$ cat src/core/nidly_params.svh
// Constants for the nibble input delay register bank.
`ifndef NIDLY_PARAMS_SVH
`define NIDLY_PARAMS_SVH

`define NIDLY_ADDR_W      8
`define NIDLY_DATA_W      32
`define NIDLY_TAP_W       9
`define NIDLY_IDX_MSB     7
`define NIDLY_IDX_LSB     2
`define NIDLY_IDX_SLICE1  6'h13
`define NIDLY_IDX_SLICE2  6'h14
`define NIDLY_IDX_COARSE  6'h20
`define NIDLY_VAL_MSB     8
`define NIDLY_LANE0_MSB   7
`define NIDLY_CODE_LSB    13
`define NIDLY_CODE_MSB    15
`define NIDLY_CRSE_BIT    13
`define NIDLY_DEC_BIT     14
`define NIDLY_INC_BIT     15
`define NIDLY_CODE_NONE   3'h0
`define NIDLY_TAP_RST     9'h000
`define NIDLY_ALIGN_RST   9'h000
`define NIDLY_COARSE_RST  9'h000
`define NIDLY_TAP_ONE     9'h001
`define NIDLY_BUS_W       27
`define NIDLY_S1_LSB      9
`define NIDLY_S1_MSB      17
`define NIDLY_S2_LSB      18
`define NIDLY_S2_MSB      26
`define NIDLY_RESP_OKAY   2'h0
`define NIDLY_RESP_SLVERR 2'h2

`endif

$ cat src/core/nidly_pkg.sv
// Types and shared decode functions for the nibble input delay bank.
`include "nidly_params.svh"
package nidly_pkg;

  typedef logic [`NIDLY_TAP_W-1:0] nidly_tap_t;

  typedef enum logic [2:0] {
    NIDLY_ACT_LOAD    = 3'h0,
    NIDLY_ACT_INC     = 3'h1,
    NIDLY_ACT_DEC     = 3'h2,
    NIDLY_ACT_CRS_UP  = 3'h3,
    NIDLY_ACT_CRS_DN  = 3'h4
  } nidly_act_e;

  typedef enum logic [1:0] {
    NIDLY_SEL_NONE   = 2'h0,
    NIDLY_SEL_SLICE1 = 2'h1,
    NIDLY_SEL_SLICE2 = 2'h2,
    NIDLY_SEL_COARSE = 2'h3
  } nidly_sel_e;

  // Code is {coarse, step_down, step_up}.
  function automatic nidly_act_e nidly_decode_act(input logic [2:0] code);
    case (code)
      3'h1:    nidly_decode_act = NIDLY_ACT_INC;
      3'h2:    nidly_decode_act = NIDLY_ACT_DEC;
      3'h5:    nidly_decode_act = NIDLY_ACT_CRS_UP;
      3'h6:    nidly_decode_act = NIDLY_ACT_CRS_DN;
      default: nidly_decode_act = NIDLY_ACT_LOAD;
    endcase
  endfunction : nidly_decode_act

  function automatic nidly_sel_e nidly_addr_sel(
    input logic [`NIDLY_ADDR_W-1:0] addr
  );
    logic [`NIDLY_IDX_MSB-`NIDLY_IDX_LSB:0] idx;
    idx = addr[`NIDLY_IDX_MSB:`NIDLY_IDX_LSB];
    if (addr[`NIDLY_IDX_LSB-1:0] != 2'h0) begin
      nidly_addr_sel = NIDLY_SEL_NONE;
    end else if (idx == `NIDLY_IDX_SLICE1) begin
      nidly_addr_sel = NIDLY_SEL_SLICE1;
    end else if (idx == `NIDLY_IDX_SLICE2) begin
      nidly_addr_sel = NIDLY_SEL_SLICE2;
    end else if (idx == `NIDLY_IDX_COARSE) begin
      nidly_addr_sel = NIDLY_SEL_COARSE;
    end else begin
      nidly_addr_sel = NIDLY_SEL_NONE;
    end
  endfunction : nidly_addr_sel

endpackage : nidly_pkg

$ cat src/core/nidly_regs.sv
// AXI4-Lite register bank for lane 1 and lane 2 input delay taps.
`timescale 1ns/100ps
`include "nidly_params.svh"
module nidly_regs (
  input  wire logic                       aclk,
  input  wire logic                       aresetn,
  input  wire logic [`NIDLY_ADDR_W-1:0]   s_axi_awaddr,
  input  wire logic                       s_axi_awvalid,
  output logic                            s_axi_awready,
  input  wire logic [`NIDLY_DATA_W-1:0]   s_axi_wdata,
  input  wire logic [3:0]                 s_axi_wstrb,
  input  wire logic                       s_axi_wvalid,
  output logic                            s_axi_wready,
  output logic [1:0]                      s_axi_bresp,
  output logic                            s_axi_bvalid,
  input  wire logic                       s_axi_bready,
  input  wire logic [`NIDLY_ADDR_W-1:0]   s_axi_araddr,
  input  wire logic                       s_axi_arvalid,
  output logic                            s_axi_arready,
  output logic [`NIDLY_DATA_W-1:0]        s_axi_rdata,
  output logic [1:0]                      s_axi_rresp,
  output logic                            s_axi_rvalid,
  input  wire logic                       s_axi_rready,
  input  wire logic [`NIDLY_BUS_W-1:0]    fabric_tap_load_bus,
  input  wire logic [1:0]                 fabric_load_en,
  output logic [`NIDLY_BUS_W-1:0]         fabric_tap_readback_bus,
  input  wire logic [1:0]                 align_load_en,
  input  wire logic [2*`NIDLY_TAP_W-1:0]  align_offset_bus,
  output logic [2*`NIDLY_TAP_W-1:0]       align_offset_out
);

  // Write channel state.
  logic                       aw_held_r;
  logic                       w_held_r;
  logic [`NIDLY_ADDR_W-1:0]   awaddr_r;
  logic [`NIDLY_DATA_W-1:0]   wdata_r;
  logic [3:0]                 wstrb_r;
  logic                       awready_r;
  logic                       wready_r;
  logic                       bvalid_r;
  logic [1:0]                 bresp_r;
  logic                       aw_hs;
  logic                       w_hs;
  logic                       commit;
  logic                       aw_held_nxt;
  logic                       w_held_nxt;
  logic                       bvalid_nxt;

  // Read channel state.
  logic                       arready_r;
  logic                       rvalid_r;
  logic [`NIDLY_DATA_W-1:0]   rdata_r;
  logic [1:0]                 rresp_r;
  logic                       ar_hs;
  logic                       rvalid_nxt;

  // Register contents and decode.
  nidly_pkg::nidly_tap_t      coarse_r;
  nidly_pkg::nidly_tap_t      slice1_tap_value;
  nidly_pkg::nidly_tap_t      slice2_tap_value;
  nidly_pkg::nidly_tap_t      slice1_align;
  nidly_pkg::nidly_tap_t      slice2_align;
  nidly_pkg::nidly_sel_e      wr_sel;
  nidly_pkg::nidly_sel_e      rd_sel;
  nidly_pkg::nidly_tap_t      wr_old;
  nidly_pkg::nidly_tap_t      wr_merged;
  logic [2:0]                 wr_code;
  logic                       slice1_wr;
  logic                       slice2_wr;

  assign s_axi_awready = awready_r;
  assign s_axi_wready  = wready_r;
  assign s_axi_bvalid  = bvalid_r;
  assign s_axi_bresp   = bresp_r;
  assign s_axi_arready = arready_r;
  assign s_axi_rvalid  = rvalid_r;
  assign s_axi_rdata   = rdata_r;
  assign s_axi_rresp   = rresp_r;

  assign aw_hs  = s_axi_awvalid && awready_r;
  assign w_hs   = s_axi_wvalid && wready_r;
  assign ar_hs  = s_axi_arvalid && arready_r;
  // Address and data are held separately, so the master may offer them in
  // either order; the write is applied one cycle after both are in.
  assign commit = aw_held_r && w_held_r && !bvalid_r;

  always_comb begin
    aw_held_nxt = aw_held_r;
    w_held_nxt  = w_held_r;
    bvalid_nxt  = bvalid_r;
    if (commit) begin
      aw_held_nxt = 1'b0;
      w_held_nxt  = 1'b0;
      bvalid_nxt  = 1'b1;
    end else begin
      if (aw_hs) begin
        aw_held_nxt = 1'b1;
      end
      if (w_hs) begin
        w_held_nxt = 1'b1;
      end
      if (bvalid_r && s_axi_bready) begin
        bvalid_nxt = 1'b0;
      end
    end
  end

  always_ff @(posedge aclk) begin
    if (!aresetn) begin
      aw_held_r <= 1'b0;
      w_held_r  <= 1'b0;
      bvalid_r  <= 1'b0;
      awready_r <= 1'b0;
      wready_r  <= 1'b0;
    end else begin
      aw_held_r <= aw_held_nxt;
      w_held_r  <= w_held_nxt;
      bvalid_r  <= bvalid_nxt;
      // Ready drops while a beat is held or a response waits, which keeps
      // just one write in flight.
      awready_r <= !aw_held_nxt && !bvalid_nxt;
      wready_r  <= !w_held_nxt && !bvalid_nxt;
    end
  end

  always_ff @(posedge aclk) begin
    if (!aresetn) begin
      awaddr_r <= '0;
    end else if (aw_hs) begin
      awaddr_r <= s_axi_awaddr;
    end
  end

  always_ff @(posedge aclk) begin
    if (!aresetn) begin
      wdata_r <= '0;
      wstrb_r <= 4'h0;
    end else if (w_hs) begin
      wdata_r <= s_axi_wdata;
      wstrb_r <= s_axi_wstrb;
    end
  end

  always_ff @(posedge aclk) begin
    if (!aresetn) begin
      bresp_r <= `NIDLY_RESP_OKAY;
    end else if (commit) begin
      bresp_r <= (wr_sel == nidly_pkg::NIDLY_SEL_NONE) ?
                 `NIDLY_RESP_SLVERR : `NIDLY_RESP_OKAY;
    end
  end

  // Write decode. Unstrobed lanes keep the current value; without lane 1
  // the action bits count as zero, so the write is a plain load.
  assign wr_sel = nidly_pkg::nidly_addr_sel(awaddr_r);

  always_comb begin
    case (wr_sel)
      nidly_pkg::NIDLY_SEL_SLICE1: wr_old = slice1_tap_value;
      nidly_pkg::NIDLY_SEL_SLICE2: wr_old = slice2_tap_value;
      nidly_pkg::NIDLY_SEL_COARSE: wr_old = coarse_r;
      default:                     wr_old = `NIDLY_TAP_RST;
    endcase
  end

  always_comb begin
    wr_merged = wr_old;
    wr_code   = `NIDLY_CODE_NONE;
    if (wstrb_r[0]) begin
      wr_merged[`NIDLY_LANE0_MSB:0] = wdata_r[`NIDLY_LANE0_MSB:0];
    end
    if (wstrb_r[1]) begin
      wr_merged[`NIDLY_VAL_MSB] = wdata_r[`NIDLY_VAL_MSB];
      wr_code = {wdata_r[`NIDLY_CRSE_BIT], wdata_r[`NIDLY_DEC_BIT],
                 wdata_r[`NIDLY_INC_BIT]};
    end
  end

  // Bits 12 to 9 of the written word reach no storage.
  assign slice1_wr = commit && (wr_sel == nidly_pkg::NIDLY_SEL_SLICE1);
  assign slice2_wr = commit && (wr_sel == nidly_pkg::NIDLY_SEL_SLICE2);

  always_ff @(posedge aclk) begin
    if (!aresetn) begin
      coarse_r <= `NIDLY_COARSE_RST;
    end else if (commit && (wr_sel == nidly_pkg::NIDLY_SEL_COARSE)) begin
      coarse_r <= wr_merged;
    end
  end

  nidly_tap_unit u_slice1 (
    .aclk         (aclk),
    .aresetn      (aresetn),
    .wr_en        (slice1_wr),
    .wr_code      (wr_code),
    .wr_value     (wr_merged),
    .coarse_step  (coarse_r),
    .fab_load     (fabric_load_en[0]),
    .fab_value    (fabric_tap_load_bus[`NIDLY_S1_MSB:`NIDLY_S1_LSB]),
    .align_load   (align_load_en[0]),
    .align_value  (align_offset_bus[`NIDLY_TAP_W-1:0]),
    .tap_value    (slice1_tap_value),
    .align_offset (slice1_align)
  );

  nidly_tap_unit u_slice2 (
    .aclk         (aclk),
    .aresetn      (aresetn),
    .wr_en        (slice2_wr),
    .wr_code      (wr_code),
    .wr_value     (wr_merged),
    .coarse_step  (coarse_r),
    .fab_load     (fabric_load_en[1]),
    .fab_value    (fabric_tap_load_bus[`NIDLY_S2_MSB:`NIDLY_S2_LSB]),
    .align_load   (align_load_en[1]),
    .align_value  (align_offset_bus[2*`NIDLY_TAP_W-1:`NIDLY_TAP_W]),
    .tap_value    (slice2_tap_value),
    .align_offset (slice2_align)
  );

  // Both buses come straight from the tap and offset flops; lane 0 is not here.
  assign fabric_tap_readback_bus = {slice2_tap_value,
                                    slice1_tap_value,
                                    `NIDLY_TAP_RST};
  assign align_offset_out = {slice2_align, slice1_align};

  // Read path.
  assign rd_sel = nidly_pkg::nidly_addr_sel(s_axi_araddr);

  always_comb begin
    rvalid_nxt = rvalid_r;
    if (ar_hs) begin
      rvalid_nxt = 1'b1;
    end else if (rvalid_r && s_axi_rready) begin
      rvalid_nxt = 1'b0;
    end
  end

  always_ff @(posedge aclk) begin
    if (!aresetn) begin
      rvalid_r  <= 1'b0;
      arready_r <= 1'b0;
    end else begin
      rvalid_r  <= rvalid_nxt;
      arready_r <= !rvalid_nxt;
    end
  end

  // The live tap is returned, which already carries the alignment offset;
  // action and reserved bits read as zero.
  always_ff @(posedge aclk) begin
    if (!aresetn) begin
      rdata_r <= '0;
      rresp_r <= `NIDLY_RESP_OKAY;
    end else if (ar_hs) begin
      rdata_r <= '0;
      rresp_r <= `NIDLY_RESP_OKAY;
      case (rd_sel)
        nidly_pkg::NIDLY_SEL_SLICE1:
          rdata_r[`NIDLY_VAL_MSB:0] <= slice1_tap_value;
        nidly_pkg::NIDLY_SEL_SLICE2:
          rdata_r[`NIDLY_VAL_MSB:0] <= slice2_tap_value;
        nidly_pkg::NIDLY_SEL_COARSE:
          rdata_r[`NIDLY_VAL_MSB:0] <= coarse_r;
        default:
          rresp_r <= `NIDLY_RESP_SLVERR;
      endcase
    end
  end

endmodule : nidly_regs

$ cat src/core/nidly_tap_unit.sv
// One four-bit lane's tap value with its alignment offset.
`timescale 1ns/100ps
`include "nidly_params.svh"
module nidly_tap_unit (
  input  wire logic                   aclk,
  input  wire logic                   aresetn,
  input  wire logic                   wr_en,
  input  wire logic [2:0]             wr_code,
  input  wire nidly_pkg::nidly_tap_t  wr_value,
  input  wire nidly_pkg::nidly_tap_t  coarse_step,
  input  wire logic                   fab_load,
  input  wire nidly_pkg::nidly_tap_t  fab_value,
  input  wire logic                   align_load,
  input  wire nidly_pkg::nidly_tap_t  align_value,
  output nidly_pkg::nidly_tap_t       tap_value,
  output nidly_pkg::nidly_tap_t       align_offset
);

  nidly_pkg::nidly_tap_t tap_r;
  nidly_pkg::nidly_tap_t tap_nxt;
  nidly_pkg::nidly_tap_t align_r;
  nidly_pkg::nidly_act_e act;

  assign act          = nidly_pkg::nidly_decode_act(wr_code);
  assign tap_value    = tap_r;
  assign align_offset = align_r;

  // Register writes win over the fabric port, which wins over an
  // alignment update, so one cycle never mixes two sources.
  always_comb begin
    tap_nxt = tap_r;
    if (wr_en) begin
      case (act)
        nidly_pkg::NIDLY_ACT_INC:
          tap_nxt = nidly_pkg::nidly_tap_t'(tap_r + `NIDLY_TAP_ONE);
        nidly_pkg::NIDLY_ACT_DEC:
          tap_nxt = nidly_pkg::nidly_tap_t'(tap_r - `NIDLY_TAP_ONE);
        nidly_pkg::NIDLY_ACT_CRS_UP:
          tap_nxt = nidly_pkg::nidly_tap_t'(tap_r + coarse_step);
        nidly_pkg::NIDLY_ACT_CRS_DN:
          tap_nxt = nidly_pkg::nidly_tap_t'(tap_r - coarse_step);
        default:
          tap_nxt = wr_value;
      endcase
    end else if (fab_load) begin
      tap_nxt = fab_value;
    end else if (align_load) begin
      // The tap carries the offset, so a new offset shifts it by the change.
      tap_nxt = nidly_pkg::nidly_tap_t'(tap_r - align_r
                                        + align_value);
    end
  end

  always_ff @(posedge aclk) begin
    if (!aresetn) begin
      tap_r <= `NIDLY_TAP_RST;
    end else begin
      tap_r <= tap_nxt;
    end
  end

  // Only the alignment strobe touches the offset.
  always_ff @(posedge aclk) begin
    if (!aresetn) begin
      align_r <= `NIDLY_ALIGN_RST;
    end else if (align_load) begin
      align_r <= align_value;
    end
  end

endmodule : nidly_tap_unit

$ cat config.mk
export PLATFORM = sky130hd
export DESIGN_NAME = nidly_regs
export DESIGN_NICKNAME = d
export VERILOG_FILES = /design/src/core/nidly_pkg.sv /design/src/core/nidly_regs.sv /design/src/core/nidly_tap_unit.sv
export VERILOG_INCLUDE_DIRS = /design/src /design/src/core
export SDC_FILE = /design/constraint.sdc
export NUM_CORES = 1
export LEC_CHECK = 0
export ABC_AREA = 1
export BUFFER_PORTS_ARGS = -buffer_cell sky130_fd_sc_hd__buf_2
export CORE_MARGIN = 4
export CORE_UTILIZATION = 50
export CTS_CLUSTER_DIAMETER = 30
export DETAILED_ROUTE_END_ITERATION = 16
export MAX_ROUTING_LAYER = met4
export PLACE_DENSITY = 0.75
export SLEW_MARGIN = 20
export SYNTH_ARGS = -nofsm -noshare
export SYNTH_HDL_FRONTEND = slang
export SYNTH_HIERARCHICAL = 1
export SYNTH_SLANG_ARGS = --single-unit
$ cat constraint.sdc
create_clock -name aclk -period 3.76 [get_ports aclk]
set_input_delay 0.376 -clock aclk [delete_from_list [all_inputs] [get_ports aclk]]
set_output_delay 0.376 -clock aclk [all_outputs]
set_load 0.02 [all_outputs]
==> impl_metrics.ini <==
[cells_and_area]
area_delta_synth_final_pct = 11.7
drive_gt1_frac = 0.168
diodes = 0
final_nets = 1433

[route]
drt-initial-drc-count = 669
routed_wl_mm = 20.8
viasPerCell = 5.27
via_count = 7679
drc_errors = 0
dr.pass1.iters = 5
ant_nets = 0
wire_per_inst_um = 14.3

[power]
leakagePower_nw = 4.39
peakVddDrop_uv = 244
power.density_mw_per_mm2 = 360

[sta]
fin_crit_sh = 0.892
setup_ws_ns = 0.407
layout_min_cycle_time_ns = 3.35
finalHoldViolCount = 0
tightest_slew_ns = 0.962
skew_ns = 0.00943
fmax_ghz = 0.298
finalSetupTns_ns = 0
relSlewSlack = 0.358
rsz0062_at_grt = no
whs_ns = 0.275
report.final.setup_viol = 0
finalMaxSlewViolations = 0

[synth]
synth.distinct_cells = 47
yosys_most_used_dff = dfxtp_1
netlist_area_mm2 = 0.00758
ys_ff_latch = 85
synth_edf_count = 0
synthMuxAreaShare = 0
synth_area_leaders = dfxtp_1 (22%), nand2_1 (10%), inv_1 (8.8%)
synth_top_family_by_area = simple AND/OR/NAND/NOR gates
synth_top_area_share = 0.224
synth_compound_area_frac = 0.158
synthAdderAreaFrac = 0.114
async_flop_share = 0
synth_common_cells = nand2_1 (202), inv_1 (178), nor2_1 (124)
synthesis.instances = 1162
synthSimpleGateAreaFrac = 0.320
seq_area_frac_synth = 0.224
synth_xor_area_frac = 0.0185
yosys.area.top_type = dfxtp_1
yosys_warnings = 6
syn_area_per_cell_um2 = 6.53
synth_most_common_cell = nand2_1

[worst_setup_path]
cpMaxStageDelayCell = ha_1
crit_top_cell = inv_1
cp_cell_sequence = nand2_1 > inv_1 > inv_1 > ha_1 > inv_4 > nand3_2 > nand2_4 > nand3_4 > inv_1 > a211oi_1 > ha_1 > a21oi_1 > nor2_1 > nor2_1 > o21ai_0 > xor2_1 > o21ai_0 > nand3_1 > nand2_1 > inv_1
reg2reg_depth = 20
start_kind = flip-flop
cp.arrival_ns = 3.61
worst-path-max-fanout = 13
critical_path.endpoint_type = flip-flop
required_ns = 4.02
critical_path_class = reg2reg
slowest_delay_ns = 0.51

[global_route]
grt_start_max_net_pins = 40
antenna_found_initial = 0
grtUsageTotal = 0.238
grt_pass1_vias = 6717
grt_pass1_wl_mm = 33.1
grt_overflow = 0

[placed_design]
port_buffers = 128
gp_congestion = 0.973
pre_cts_slack_ns = 0.462
dp_hpwl_mm = 16.1

[clock_tree]
cts_tree = done
cts_max_level = 3
ctsHoldBuffers = 0
cts.path.max_buffers = 2
clockRootBuffer = clkbuf_16
cts.repair.resized = 0
cts-buffers-inserted = 9
postCtsSetupBuffers = 0
clk_latency_ns = 0.35
cts_sinks = 85
clkTransAtPathRegs_ns = 0.07

[job]
timing.max_cap.violations = 0

[die]
rows = 44
die_h_um = 131
coreArea_mm2 = 0.0147
start_util = 0.516
die_x_um = 131
io_pins = 194
die_area_mm2 = 0.0172

[min_path]
min_path_type = in2reg
hold_path_depth = 3

[run_status]
status = completed
critical path: cells and delay by family (launching register included):
kind | cells | cell delay (ns)
buffers and inverters | 5 | 0.50
xor gates and xnor gates | 1 | 0.16
and+or+nand+nor | 8 | 0.64
adders and majority gates | 2 | 0.84
AOI/OAI and AO/OA | 4 | 0.72
DFF | 1 | 0.39
layout by cell type, fill, tap and decap left out, drive strengths merged, types with 6 or more instances in the layout:
cell / synthesis / layout
a31oi: 8 / 8
xnor2: 8 / 8
xor2: 8 / 8
nand2: 216 / 216
dfxtp: 85 / 85
conb: 1 / 34
inv: 193 / 195
nor2: 142 / 142
fa: 18 / 18
clkinv: 12 / 14
a21o: 6 / 6
buf: 53 / 134
clkbuf: 20 / 10
a21oi: 78 / 78
nand4: 66 / 66
nand3: 69 / 69
o211ai: 19 / 19
ha: 40 / 40
o21ai: 97 / 97
cell families (layout without fill, tap and decap cells):
family | count (synthesis) | in the layout
buffers and inverters | 278 | 355
AOI/OAI and AO/OA | 217 | 217
DFF | 85 | 85
adders and majority gates | 58 | 58
and+or+nand+nor | 507 | 507
xor gates and xnor gates | 16 | 16
other | 1 | 34
metal layers:
metal | part of all wire | vias up | track usage
met5 | 0 | - | -
met4 | 0.028 | 0 | 0.0811
met3 | 0.064 | 42 | 0.0394
met2 | 0.46 | 232 | 0.376
met1 | 0.45 | 3473 | 0.311
li1 | - | 3932 | -
sequential cells by signal (all words and copies together) (netlist names):
register / cells
wdata_r: 12
coarse_r: 9
s_axi_rdata: 9
u_slice1/align_offset: 9
u_slice1/tap_value: 9
u_slice2/align_offset: 9
u_slice2/tap_value: 9
awaddr_r: 8
wstrb_r: 2
aw_held_r: 1
s_axi_arready: 1
s_axi_awready: 1
s_axi_bresp: 1
s_axi_bvalid: 1
s_axi_rresp: 1
s_axi_rvalid: 1
s_axi_wready: 1
w_held_r: 1
final timing paths:
path	end	from	slack, ns
worst max register to register	u_slice1/tap_value[5]	wstrb_r[1]	0.41
worst max-delay path	u_slice1/tap_value[5]	wstrb_r[1]	0.41
worst min-delay path	awaddr_r[1]	s_axi_awaddr[1]	0.27
worst min register to register	s_axi_wready	w_held_r	0.46
power by group:
part           leakage (nW)  total (mW)  switching (mW)  internal, mW
Sequential            0.700        1.06          0.0923         0.966
Clock                 0.149       0.947           0.409         0.538
Combinational          3.54        1.05           0.660         0.386
Total                  4.39        3.05            1.16          1.89
layout make-up:
class | instances | area [µm²]
fillers | 1474 | 6230
multi-input cells | 832 | 4760
inverters | 205 | 783
flip-flops and latches | 85 | 1700
repair buffers | 134 | 686
clock buffers | 10 | 239
clock inverters | 6 | 68.8
well taps | 184 | 230
stage by stage:
step                      utilization  area (µm²)  total power [mW]  cells
after detailed placement        0.555        8160              2.11   1440
final                           0.576        8470              3.05   1456
after global routing            0.576        8470              3.26   1456
after global placement          0.555        8160              2.09   1440
after CTS                       0.576        8470              3.06   1456
after floorplan                     -        7710              1.86   1195
(Power assumes the default switching activity.)
